==> config.mk <==
export PLATFORM = sky130hd
export DESIGN_NAME = cie_exec
export DESIGN_NICKNAME = d
export VERILOG_FILES = /design/src/rtl/cie_pkg.sv /design/src/rtl/cie_exec.sv
export SDC_FILE = /design/constraint.sdc
export NUM_CORES = 1
export LEC_CHECK = 0
export BUFFER_PORTS_ARGS = -buffer_cell sky130_fd_sc_hd__buf_4
export CORE_ASPECT_RATIO = 0.5
export CORE_MARGIN = 3
export CORE_UTILIZATION = 41
export CTS_CLUSTER_SIZE = 14
export DETAILED_ROUTE_END_ITERATION = 8
export PLACE_DENSITY = 0.66
export SETUP_SLACK_MARGIN = 0.4
export SLEW_MARGIN = 5
export SYNTH_ARGS = -nofsm -noshare
export SYNTH_HDL_FRONTEND = slang
export SYNTH_SLANG_ARGS = --single-unit
==> constraint.sdc <==
create_clock -name ref_clk -period 6.2 [get_ports ref_clk]
set_input_delay 0.31 -clock ref_clk [delete_from_list [all_inputs] [get_ports ref_clk]]
set_output_delay 0.31 -clock ref_clk [all_outputs]
set_load 0.01 [all_outputs]
==> src/rtl/cie_pkg.sv <==
package cie_pkg;

   // Register byte addresses on the APB.
   localparam logic [7:0] ADDR_CTRL    = 8'h00;
   localparam logic [7:0] ADDR_STATUS  = 8'h04;
   localparam logic [7:0] ADDR_FLAGS   = 8'h08;
   localparam logic [7:0] ADDR_PAIR0   = 8'h0C;
   localparam logic [7:0] ADDR_VECBASE = 8'h24;
   localparam logic [7:0] ADDR_SERVICE = 8'h28;
   localparam int         NUM_PAIRS    = 6;

   // Pair indices; a pair at index k sits at ADDR_PAIR0 + 4*k.
   localparam logic [2:0] PIX_FIRST   = 3'd0;
   localparam logic [2:0] PIX_SECOND  = 3'd1;
   localparam logic [2:0] PIX_PRIMARY = 3'd2;
   localparam logic [2:0] PIX_STACK   = 3'd3;
   localparam logic [2:0] PIX_INDEX1  = 3'd4;
   localparam logic [2:0] PIX_INDEX2  = 3'd5;

   // Control register fields.
   localparam int CTRL_OP_LSB  = 0;
   localparam int CTRL_PFX_LSB = 8;
   localparam int CTRL_GO_BIT  = 16;

   // Prefix and opcode bytes.
   localparam logic [7:0] PFX_NONE   = 8'h00;
   localparam logic [7:0] PFX_ED     = 8'hED;
   localparam logic [7:0] PFX_DD     = 8'hDD;
   localparam logic [7:0] PFX_FD     = 8'hFD;
   localparam logic [7:0] OP_EI      = 8'hFB;
   localparam logic [7:0] OP_IM0     = 8'h46;
   localparam logic [7:0] OP_IM1     = 8'h56;
   localparam logic [7:0] OP_IM2     = 8'h5E;
   localparam logic [7:0] OP_INC_IDX = 8'h23;
   localparam logic [1:0] SEL_SELF   = 2'b10;

   localparam logic [15:0] RESTART_ADDR = 16'h0038;

   // Clock states per instruction (one ref_clk cycle each).
   localparam logic [4:0] T_EI      = 5'd4;
   localparam logic [4:0] T_IM      = 5'd8;
   localparam logic [4:0] T_ADD     = 5'd11;
   localparam logic [4:0] T_WIDE    = 5'd15;
   localparam logic [4:0] T_INC     = 5'd6;
   localparam logic [4:0] T_INC_IDX = 5'd10;
   localparam logic [4:0] T_NOP     = 5'd4;
   localparam logic [4:0] ACK_CYCLES = 5'd3;

   // Reset values.
   localparam logic [15:0] RST_PAIR  = 16'h0000;
   localparam logic [7:0]  RST_BYTE  = 8'h00;
   localparam logic [31:0] RST_WORD  = 32'h0000_0000;

   typedef enum logic [1:0] {
      CIE_IM0 = 2'b00,
      CIE_IM1 = 2'b01,
      CIE_IM2 = 2'b10
   } cie_imode_e;

   typedef enum logic [2:0] {
      CIE_IDLE = 3'b000,
      CIE_EXEC = 3'b001,
      CIE_ACK  = 3'b010,
      CIE_VLO  = 3'b011,
      CIE_VHI  = 3'b100,
      CIE_VEND = 3'b101
   } cie_state_e;

   typedef struct packed {
      logic s;
      logic z;
      logic y5;
      logic h;
      logic y3;
      logic pv;
      logic n;
      logic c;
   } cie_flags_s;

endpackage

==> src/rtl/cie_exec.sv <==
`timescale 1ns/10ps
`default_nettype none

// Summary of operation
// - No maskable interrupt until instruction after enable
// - Enable sets both interrupt enable latches
// - ED 46 selects mode 0, byte taken
// - ED 56 selects mode 1, restart 0038H
// - Mode 2 pointer from base and vector
// - Mode select takes eight clock states
// - 00ss1001 adds selected pair to primary pair
// - Plain add: H bit 11, C bit 15
// - Plain add takes eleven clock states
// - ED 01ss1010 adds pair plus carry
// - Add-with-carry sets all arithmetic flags
// - ED 01ss0010 subtracts pair and carry
// - Subtract flags: borrow bit 12, N set
// - Carry add and subtract take fifteen states
// - DD 00pp1001 adds pair to first index
// - FD 00rr1001 adds pair to second index
// - 00ss0011 increments pair, six states, flags kept
// - DD 23 increments first index, ten states
module cie_exec (
   // Clock, reset and enable
   input  wire  logic        ref_clk,
   input  wire  logic        nrst,
   input  wire  logic        ce,
   // APB slave
   input  wire  logic        psel,
   input  wire  logic        penable,
   input  wire  logic        pwrite,
   input  wire  logic [7:0]  paddr,
   input  wire  logic [31:0] pwdata,
   output logic [31:0]       prdata,
   output logic              pready,
   output logic              pslverr,
   // Interrupt pins
   input  wire  logic        irq_n,
   input  wire  logic [7:0]  data_bus_in,
   output logic              irq_ack,
   // Vector table read port, data one cycle after mem_rd
   output logic              mem_rd,
   output logic [15:0]       mem_addr,
   input  wire  logic [7:0]  mem_rd_data
);

   cie_pkg::cie_state_e state;
   cie_pkg::cie_imode_e imode;
   cie_pkg::cie_flags_s flags;
   cie_pkg::cie_flags_s next_flags;

   logic [15:0] pair [cie_pkg::NUM_PAIRS];
   logic [7:0]  op;
   logic [7:0]  pfx;
   logic [4:0]  cnt;
   logic [7:0]  vec_base;
   logic [7:0]  vector;
   logic [7:0]  mode0_byte;
   logic [15:0] service;
   logic        irq_enable_latch;
   logic        irq_enable_shadow;
   logic        ei_block;
   logic        taken;
   logic        illegal;
   logic [1:0]  irq_meta;
   logic [7:0]  bus_meta;
   logic [7:0]  bus_sync;
   logic        irq_sync_n;
   logic [31:0] rd_mux;

   // APB decode.
   wire         acc       = psel & penable;
   wire         wr        = acc & pwrite;
   wire [7:0]   pair_off  = paddr - cie_pkg::ADDR_PAIR0;
   wire         pair_hit  = (paddr >= cie_pkg::ADDR_PAIR0)
                          & (paddr < cie_pkg::ADDR_VECBASE)
                          & (paddr[1:0] == 2'b00);
   wire [2:0]   pair_sel  = pair_off[4:2];
   wire         hit       = pair_hit
                          | (paddr == cie_pkg::ADDR_CTRL)
                          | (paddr == cie_pkg::ADDR_STATUS)
                          | (paddr == cie_pkg::ADDR_FLAGS)
                          | (paddr == cie_pkg::ADDR_VECBASE)
                          | (paddr == cie_pkg::ADDR_SERVICE);
   wire         idle      = (state == cie_pkg::CIE_IDLE);
   wire         go        = wr & (paddr == cie_pkg::ADDR_CTRL)
                          & pwdata[cie_pkg::CTRL_GO_BIT] & idle;
   wire         sw_wr     = wr & idle;
   wire         svc_clear = wr & (paddr == cie_pkg::ADDR_SERVICE);

   // Instruction decode.
   wire         np   = (pfx == cie_pkg::PFX_NONE);
   wire         ed   = (pfx == cie_pkg::PFX_ED);
   wire         dd   = (pfx == cie_pkg::PFX_DD);
   wire         fd   = (pfx == cie_pkg::PFX_FD);
   wire [1:0]   ss   = op[5:4];
   wire         is_ei   = np & (op == cie_pkg::OP_EI);
   wire         is_im0  = ed & (op == cie_pkg::OP_IM0);
   wire         is_im1  = ed & (op == cie_pkg::OP_IM1);
   wire         is_im2  = ed & (op == cie_pkg::OP_IM2);
   wire         is_add  = np & (op[7:6] == 2'b00) & (op[3:0] == 4'h9);
   wire         is_adc  = ed & (op[7:6] == 2'b01) & (op[3:0] == 4'hA);
   wire         is_sbc  = ed & (op[7:6] == 2'b01) & (op[3:0] == 4'h2);
   wire         is_addx = (dd | fd) & (op[7:6] == 2'b00)
                        & (op[3:0] == 4'h9);
   wire         is_inc  = np & (op[7:6] == 2'b00) & (op[3:0] == 4'h3);
   wire         is_incx = (dd | fd) & (op == cie_pkg::OP_INC_IDX);
   wire         is_im   = is_im0 | is_im1 | is_im2;
   wire         known   = is_ei | is_im | is_add | is_adc | is_sbc
                        | is_addx | is_inc | is_incx;

   // The pair that receives the result; code 10 names it as a source.
   wire [2:0]   acc_idx = dd ? cie_pkg::PIX_INDEX1
                        : fd ? cie_pkg::PIX_INDEX2
                        : cie_pkg::PIX_PRIMARY;
   wire [2:0]   src_idx = (ss == cie_pkg::SEL_SELF) ? acc_idx
                        : {1'b0, ss};
   wire [2:0]   dst_idx = is_inc ? {1'b0, ss} : acc_idx;
   wire [15:0]  a       = pair[dst_idx];
   wire [15:0]  b       = pair[src_idx];
   wire         cin     = (is_adc | is_sbc) & flags.c;

   wire [16:0]  sum17   = {1'b0, a} + {1'b0, b} + {16'h0000, cin};
   wire [16:0]  dif17   = {1'b0, a} - {1'b0, b} - {16'h0000, cin};
   wire [12:0]  sum13   = {1'b0, a[11:0]} + {1'b0, b[11:0]}
                        + {12'h000, cin};
   wire [12:0]  dif13   = {1'b0, a[11:0]} - {1'b0, b[11:0]}
                        - {12'h000, cin};
   wire [15:0]  inc16   = a + 16'h0001;
   wire [15:0]  res     = is_sbc ? dif17[15:0]
                        : (is_inc | is_incx) ? inc16 : sum17[15:0];
   wire         ovf_add = (a[15] == b[15]) & (sum17[15] != a[15]);
   wire         ovf_sub = (a[15] != b[15]) & (dif17[15] != a[15]);
   wire         writes  = is_add | is_adc | is_sbc | is_addx
                        | is_inc | is_incx;

   wire [4:0]   tlen = is_ei ? cie_pkg::T_EI
                     : is_im ? cie_pkg::T_IM
                     : is_add ? cie_pkg::T_ADD
                     : (is_adc | is_sbc) ? cie_pkg::T_WIDE
                     : is_addx ? cie_pkg::T_WIDE
                     : is_inc ? cie_pkg::T_INC
                     : is_incx ? cie_pkg::T_INC_IDX
                     : cie_pkg::T_NOP;
   wire         last    = (state == cie_pkg::CIE_EXEC)
                        & (cnt == tlen - 5'd1);
   wire         ack_end = (state == cie_pkg::CIE_ACK)
                        & (cnt == cie_pkg::ACK_CYCLES - 5'd1);
   // An accepted request waits out the instruction after the enable.
   wire         accept  = idle & ~go & ~irq_sync_n & irq_enable_latch
                        & ~ei_block;
   wire [15:0]  tbl_ptr = {vec_base, vector};

   always_comb begin
      next_flags = flags;
      if (is_add | is_addx) begin
         next_flags.h = sum13[12];
         next_flags.c = sum17[16];
         next_flags.n = 1'b0;
      end else if (is_adc) begin
         next_flags.s  = res[15];
         next_flags.z  = (res == 16'h0000);
         next_flags.h  = sum13[12];
         next_flags.pv = ovf_add;
         next_flags.n  = 1'b0;
         next_flags.c  = sum17[16];
      end else if (is_sbc) begin
         next_flags.s  = res[15];
         next_flags.z  = (res == 16'h0000);
         next_flags.h  = dif13[12];
         next_flags.pv = ovf_sub;
         next_flags.n  = 1'b1;
         next_flags.c  = dif17[16];
      end
   end

   // Pin inputs pass two flip-flops before any logic reads them.
   always_ff @(posedge ref_clk) begin
      if (!nrst) begin
         irq_meta <= 2'b11;
         bus_meta <= cie_pkg::RST_BYTE;
         bus_sync <= cie_pkg::RST_BYTE;
      end else if (ce) begin
         irq_meta <= {irq_meta[0], irq_n};
         bus_meta <= data_bus_in;
         bus_sync <= bus_meta;
      end
   end
   assign irq_sync_n = irq_meta[1];

   // Pair file; software writes are refused while an operation runs.
   always_ff @(posedge ref_clk) begin
      if (!nrst) begin
         for (int i = 0; i < cie_pkg::NUM_PAIRS; i++) begin
            pair[i] <= cie_pkg::RST_PAIR;
         end
      end else if (ce) begin
         if (last & writes) begin
            pair[dst_idx] <= res;
         end else if (sw_wr & pair_hit) begin
            pair[pair_sel] <= pwdata[15:0];
         end
      end
   end

   always_ff @(posedge ref_clk) begin
      if (!nrst) begin
         state             <= cie_pkg::CIE_IDLE;
         imode             <= cie_pkg::CIE_IM0;
         flags             <= '0;
         op                <= cie_pkg::RST_BYTE;
         pfx               <= cie_pkg::RST_BYTE;
         cnt               <= 5'd0;
         vec_base          <= cie_pkg::RST_BYTE;
         vector            <= cie_pkg::RST_BYTE;
         mode0_byte        <= cie_pkg::RST_BYTE;
         service           <= cie_pkg::RST_PAIR;
         mem_addr          <= cie_pkg::RST_PAIR;
         irq_enable_latch  <= 1'b0;
         irq_enable_shadow <= 1'b0;
         ei_block          <= 1'b0;
         taken             <= 1'b0;
         illegal           <= 1'b0;
      end else if (ce) begin
         cnt <= cnt + 5'd1;
         if (sw_wr & (paddr == cie_pkg::ADDR_FLAGS)) begin
            flags <= pwdata[7:0];
         end
         if (sw_wr & (paddr == cie_pkg::ADDR_VECBASE)) begin
            vec_base <= pwdata[7:0];
         end
         // A service completion in the clearing cycle keeps the flag set.
         if (svc_clear) begin
            taken <= 1'b0;
         end
         case (state)
            cie_pkg::CIE_IDLE: begin
               cnt <= 5'd0;
               if (go) begin
                  op    <= pwdata[cie_pkg::CTRL_OP_LSB +: 8];
                  pfx   <= pwdata[cie_pkg::CTRL_PFX_LSB +: 8];
                  state <= cie_pkg::CIE_EXEC;
               end else if (accept) begin
                  irq_enable_latch  <= 1'b0;
                  irq_enable_shadow <= 1'b0;
                  state             <= cie_pkg::CIE_ACK;
               end
            end
            cie_pkg::CIE_EXEC: begin
               if (last) begin
                  state    <= cie_pkg::CIE_IDLE;
                  flags    <= next_flags;
                  illegal  <= ~known;
                  ei_block <= is_ei;
                  if (is_ei) begin
                     irq_enable_latch  <= 1'b1;
                     irq_enable_shadow <= 1'b1;
                  end
                  if (is_im0) imode <= cie_pkg::CIE_IM0;
                  if (is_im1) imode <= cie_pkg::CIE_IM1;
                  if (is_im2) imode <= cie_pkg::CIE_IM2;
               end
            end
            cie_pkg::CIE_ACK: begin
               if (ack_end) begin
                  cnt <= 5'd0;
                  case (imode)
                     cie_pkg::CIE_IM0: begin
                        mode0_byte <= bus_sync;
                        taken      <= 1'b1;
                        state      <= cie_pkg::CIE_IDLE;
                     end
                     cie_pkg::CIE_IM1: begin
                        service <= cie_pkg::RESTART_ADDR;
                        taken   <= 1'b1;
                        state   <= cie_pkg::CIE_IDLE;
                     end
                     default: begin
                        vector   <= bus_sync;
                        mem_addr <= {vec_base, bus_sync};
                        state    <= cie_pkg::CIE_VLO;
                     end
                  endcase
               end
            end
            cie_pkg::CIE_VLO: begin
               mem_addr <= tbl_ptr + 16'h0001;
               state    <= cie_pkg::CIE_VHI;
            end
            cie_pkg::CIE_VHI: begin
               service[7:0] <= mem_rd_data;
               state        <= cie_pkg::CIE_VEND;
            end
            cie_pkg::CIE_VEND: begin
               service[15:8] <= mem_rd_data;
               taken         <= 1'b1;
               state         <= cie_pkg::CIE_IDLE;
            end
            default: state <= cie_pkg::CIE_IDLE;
         endcase
      end
   end

   assign irq_ack = (state == cie_pkg::CIE_ACK);
   assign mem_rd  = (state == cie_pkg::CIE_VLO)
                  | (state == cie_pkg::CIE_VHI);

   // Read data is registered in the setup phase so the zero-wait access
   // phase presents it from a flip-flop.
   assign rd_mux = pair_hit ? {16'h0000, pair[pair_sel]}
      : (paddr == cie_pkg::ADDR_CTRL) ? {16'h0000, pfx, op}
      : (paddr == cie_pkg::ADDR_STATUS)
         ? {8'h00, vector, mode0_byte, illegal, ei_block, taken,
            irq_enable_shadow, irq_enable_latch, imode, ~idle}
      : (paddr == cie_pkg::ADDR_FLAGS) ? {24'h000000, flags}
      : (paddr == cie_pkg::ADDR_VECBASE) ? {24'h000000, vec_base}
      : (paddr == cie_pkg::ADDR_SERVICE) ? {16'h0000, service}
      : cie_pkg::RST_WORD;

   always_ff @(posedge ref_clk) begin
      if (!nrst) begin
         prdata <= cie_pkg::RST_WORD;
      end else if (ce && psel && !penable) begin
         prdata <= rd_mux;
      end
   end

   assign pready  = 1'b1;
   assign pslverr = acc & ~hit;

endmodule

`default_nettype wire

==> results.ini <==
[synth]
synthArstFlopShare_pct = 0
yosys.area.top_type = edfxtp_1
synth_ff_type = dfxtp_1
synthCells = 1748
synth_area_sq_mm = 0.0164
synth.top_cell.area_share_pct = 23.5
synth.top_cells.by_count = nand2_1, nor2_1, dfxtp_1
ys_seq_area_share_pct = 40.2
yosys_warnings = 0
ys_ff_latch = 264
yosysMostFrequentCell = nand2_1
syn-mean-instance-area_sq_um = 9.36
synth-edff-count = 128
synthTopCellsByArea = edfxtp_1, dfxtp_1, mux2i_1, nand2_1, mux4_2
synth_cell_types = 99

[grt]
grt-ovfl-total = 0
grt_pass1_vias = 13400
antenna_found_initial = 0
grt_pass1_wl_microns = 80600
track_usage_pct = 24.5
grt_max_degree = 85

[cells_and_area]
drive_gt1_share_pct = 18.6
area_delta_synth_final_pct = 16.1
final_area_sq_mm = 0.0190
layout.nets = 1987
final_core_util_pct = 48.5
antenna-diode-count = 0
final.fill_count = 3662

[critical_path]
worstSetupPathType = register to register
crit_path_start = pfx[1]
critical_path_required_ns = 6.49
crit_path_start_kind = register
crit_arrival_ns = 5.95
end_kind = register
r2r-start = pfx[1]
crit_fanout = 13

[placement]
numPortBuffers = 90
hpwlAfterDp_microns = 39200
gp_congestion = 0.946
postPlaceCellArea_sq_mm = 0.0179
dp_slack_ns = 0.418

[pwr]
peakVddDrop_mv = 0.178
power.density_mw_per_mm2 = 203
p_leak_nw = 7.54

[routing]
wl_met2_microns = 23900
vias_per_cell = 6.01
m1WireLength_microns = 22000
dr_wl_met3_microns = 6050
antenna_left = 0
drc_errors = 0
wire_per_inst_microns = 22.2
totalWireLength_microns = 53700
drtPass1Iterations = 6
maxUsedRoutingLayer = met4
initialDrtViolationCount = 1888
vias = 14500

[clock_network]
cts-root-buf = clkbuf_16
clkSinkCount = 264
cts.path.max_buffers = 3
htreeDepth = 1
clock_latency_ns = 0.55
cts_made_buffers = 26
path_clk_slew_ns = 0.07
tritoncts = built

[timing]
min_period_ns = 5.66
finalWorstSetupSlack_ns = 0.536
slew_headroom_pct = 26.7
finalSetupViolations = 0
worst_clock_skew_ns = 0.0178
finalSetupTns_ns = 0
fin_crit_sh_pct = 91.4
timing.fmax_mhz = 177
hold_violations = 0
tightest_slew_ns = 1.10
slew_violations = 0
rsz0062_at_grt = yes

[die]
rows = 51
die_height_microns = 147
dieArea_sq_mm = 0.0425
io_pins = 115
start_util_pct = 41.8
core_area_sq_mm = 0.0391
dieWidth_microns = 288

[job]
maxCapViolations = 0

[worst_hold_path]
hp-start = data_bus_in[4]
hp-class = primary input to register

[outcome]
status = finished clean

## sequential cells by signal (all words and copies together) (netlist names)
signal	flops
pair	128
prdata	24
mem_addr	16
service	16
bus_meta	8
bus_sync	8
flags	8
mode0_byte	8
op	8
pfx	8
vec_base	8
vector	8
cnt	5
state	3
imode	2
irq_meta	2
ei_block	1
illegal	1
irq_enable_shadow	1
taken	1
## worst max-delay path: stages, from the launching register on
cell and delay [ns]:
dfxtp_1 0.43, and4b_1 0.32, and3_4 0.26, nor2_4 0.36, buf_4 0.33, mux2_2 0.37, a211oi_2 0.53, inv_1 0.15
ha_1 0.40, ha_1 0.42, a21o_1 0.22, a21oi_1 0.19, o21ai_0 0.10, a31oi_1 0.24, xor2_1 0.28, nor2_1 0.08
a221oi_2 0.28, a2bb2oi_2 0.17, buf_4 0.18, inv_1 0.08
## cell type report
class                           instances  area, sq um  share of cell area (%)
Multi-Input combinational cell       1315         9150                    48.2
Clock buffer                           36          759                    4.00
Sequential cell                       264         6570                    34.6
Inverter                               64          240                    1.27
Tap cell                              530          663                    3.49
Clock inverter                         10          100                   0.527
Timing Repair Buffer                  196         1500                    7.92
## logic make-up (layout without fill, tap and decap cells)
group                    after synthesis  after routing  synth area share [%]
AO/OA/AOI/OAI                        360            360                  15.8
XOR/XNOR                              61             61                  3.27
flip-flops                           264            264                  40.2
adder cells (fa/ha/maj)               57             57                  4.54
other                                  2              9                0.0459
multiplexers                         131            131                  10.6
buffers and inverters                176            306                  4.58
AND/OR/NAND/NOR                      697            697                  21.0
## cells in the final DEF, fill, tap and decap left out, types with 7 or more instances in the layout
cell type	netlist	final
a22oi_1	40	40
ha_1	53	53
conb_1	2	9
and3_1	14	13
clkbuf_16	0	27
buf_4	13	191
inv_1	63	63
mux4_2	33	33
a311oi_1	9	9
and2_1	8	8
nor2b_1	50	50
o21ai_0	51	50
mux2i_1	89	89
nor2_1	175	174
a31oi_1	15	15
nor3_1	18	17
a21oi_1	66	64
o211ai_1	9	9
a21o_1	13	13
nor2_2	12	13
nand2_1	236	234
o221a_2	7	7
xnor2_1	34	34
dfxtp_1	136	135
a21boi_0	28	28
xor2_1	27	26
nand3_1	87	87
mux2_2	8	8
o21ai_1	7	8
a211oi_1	40	40
edfxtp_1	128	128
nand4_1	24	24
## through the flow
stage                     power (mW)  hold slack, ns  cells
final                           3.85          0.0186   2415
after global routing            3.96          0.0345   2415
after global placement          2.25           0.444   2351
after CTS                       3.86         0.00170   2402
after detailed placement        2.25           0.448   2351
after floorplan                 2.12           0.434   1755
## report_power, final
group          internal [mW]  switching [mW]
Clock                  0.935           0.689
Combinational          0.147           0.216
Sequential              1.84          0.0198
Total                   2.92           0.925
## layer usage
layer / track usage (%) / up-vias
li1: - / 6602
met1: 34.5 / 6940
met2: 38.4 / 827
met3: 4.16 / 141
met4: 8.01 / 0
met5: 0 / -
## path summary, 6_finish.rpt
kind                 end  slack [ns]  cells after the start
min reg2reg  mem_addr[7]        0.45                      2
max          pair[7][15]        0.54                     19
max reg2reg  pair[7][15]        0.54                     19
min          bus_meta[4]        0.02                      3
## timing repair
item | CTS | global route
pin swaps | 0 | 7
hold buffers | 3 | 0
setup endpoints to repair | 8 | 87
hold endpoints to repair | 3 | 0
gates cloned | 0 | 0
buffers inserted | 2 | 13
gates resized for setup | 1 | 12
(Power assumes the default switching activity.)
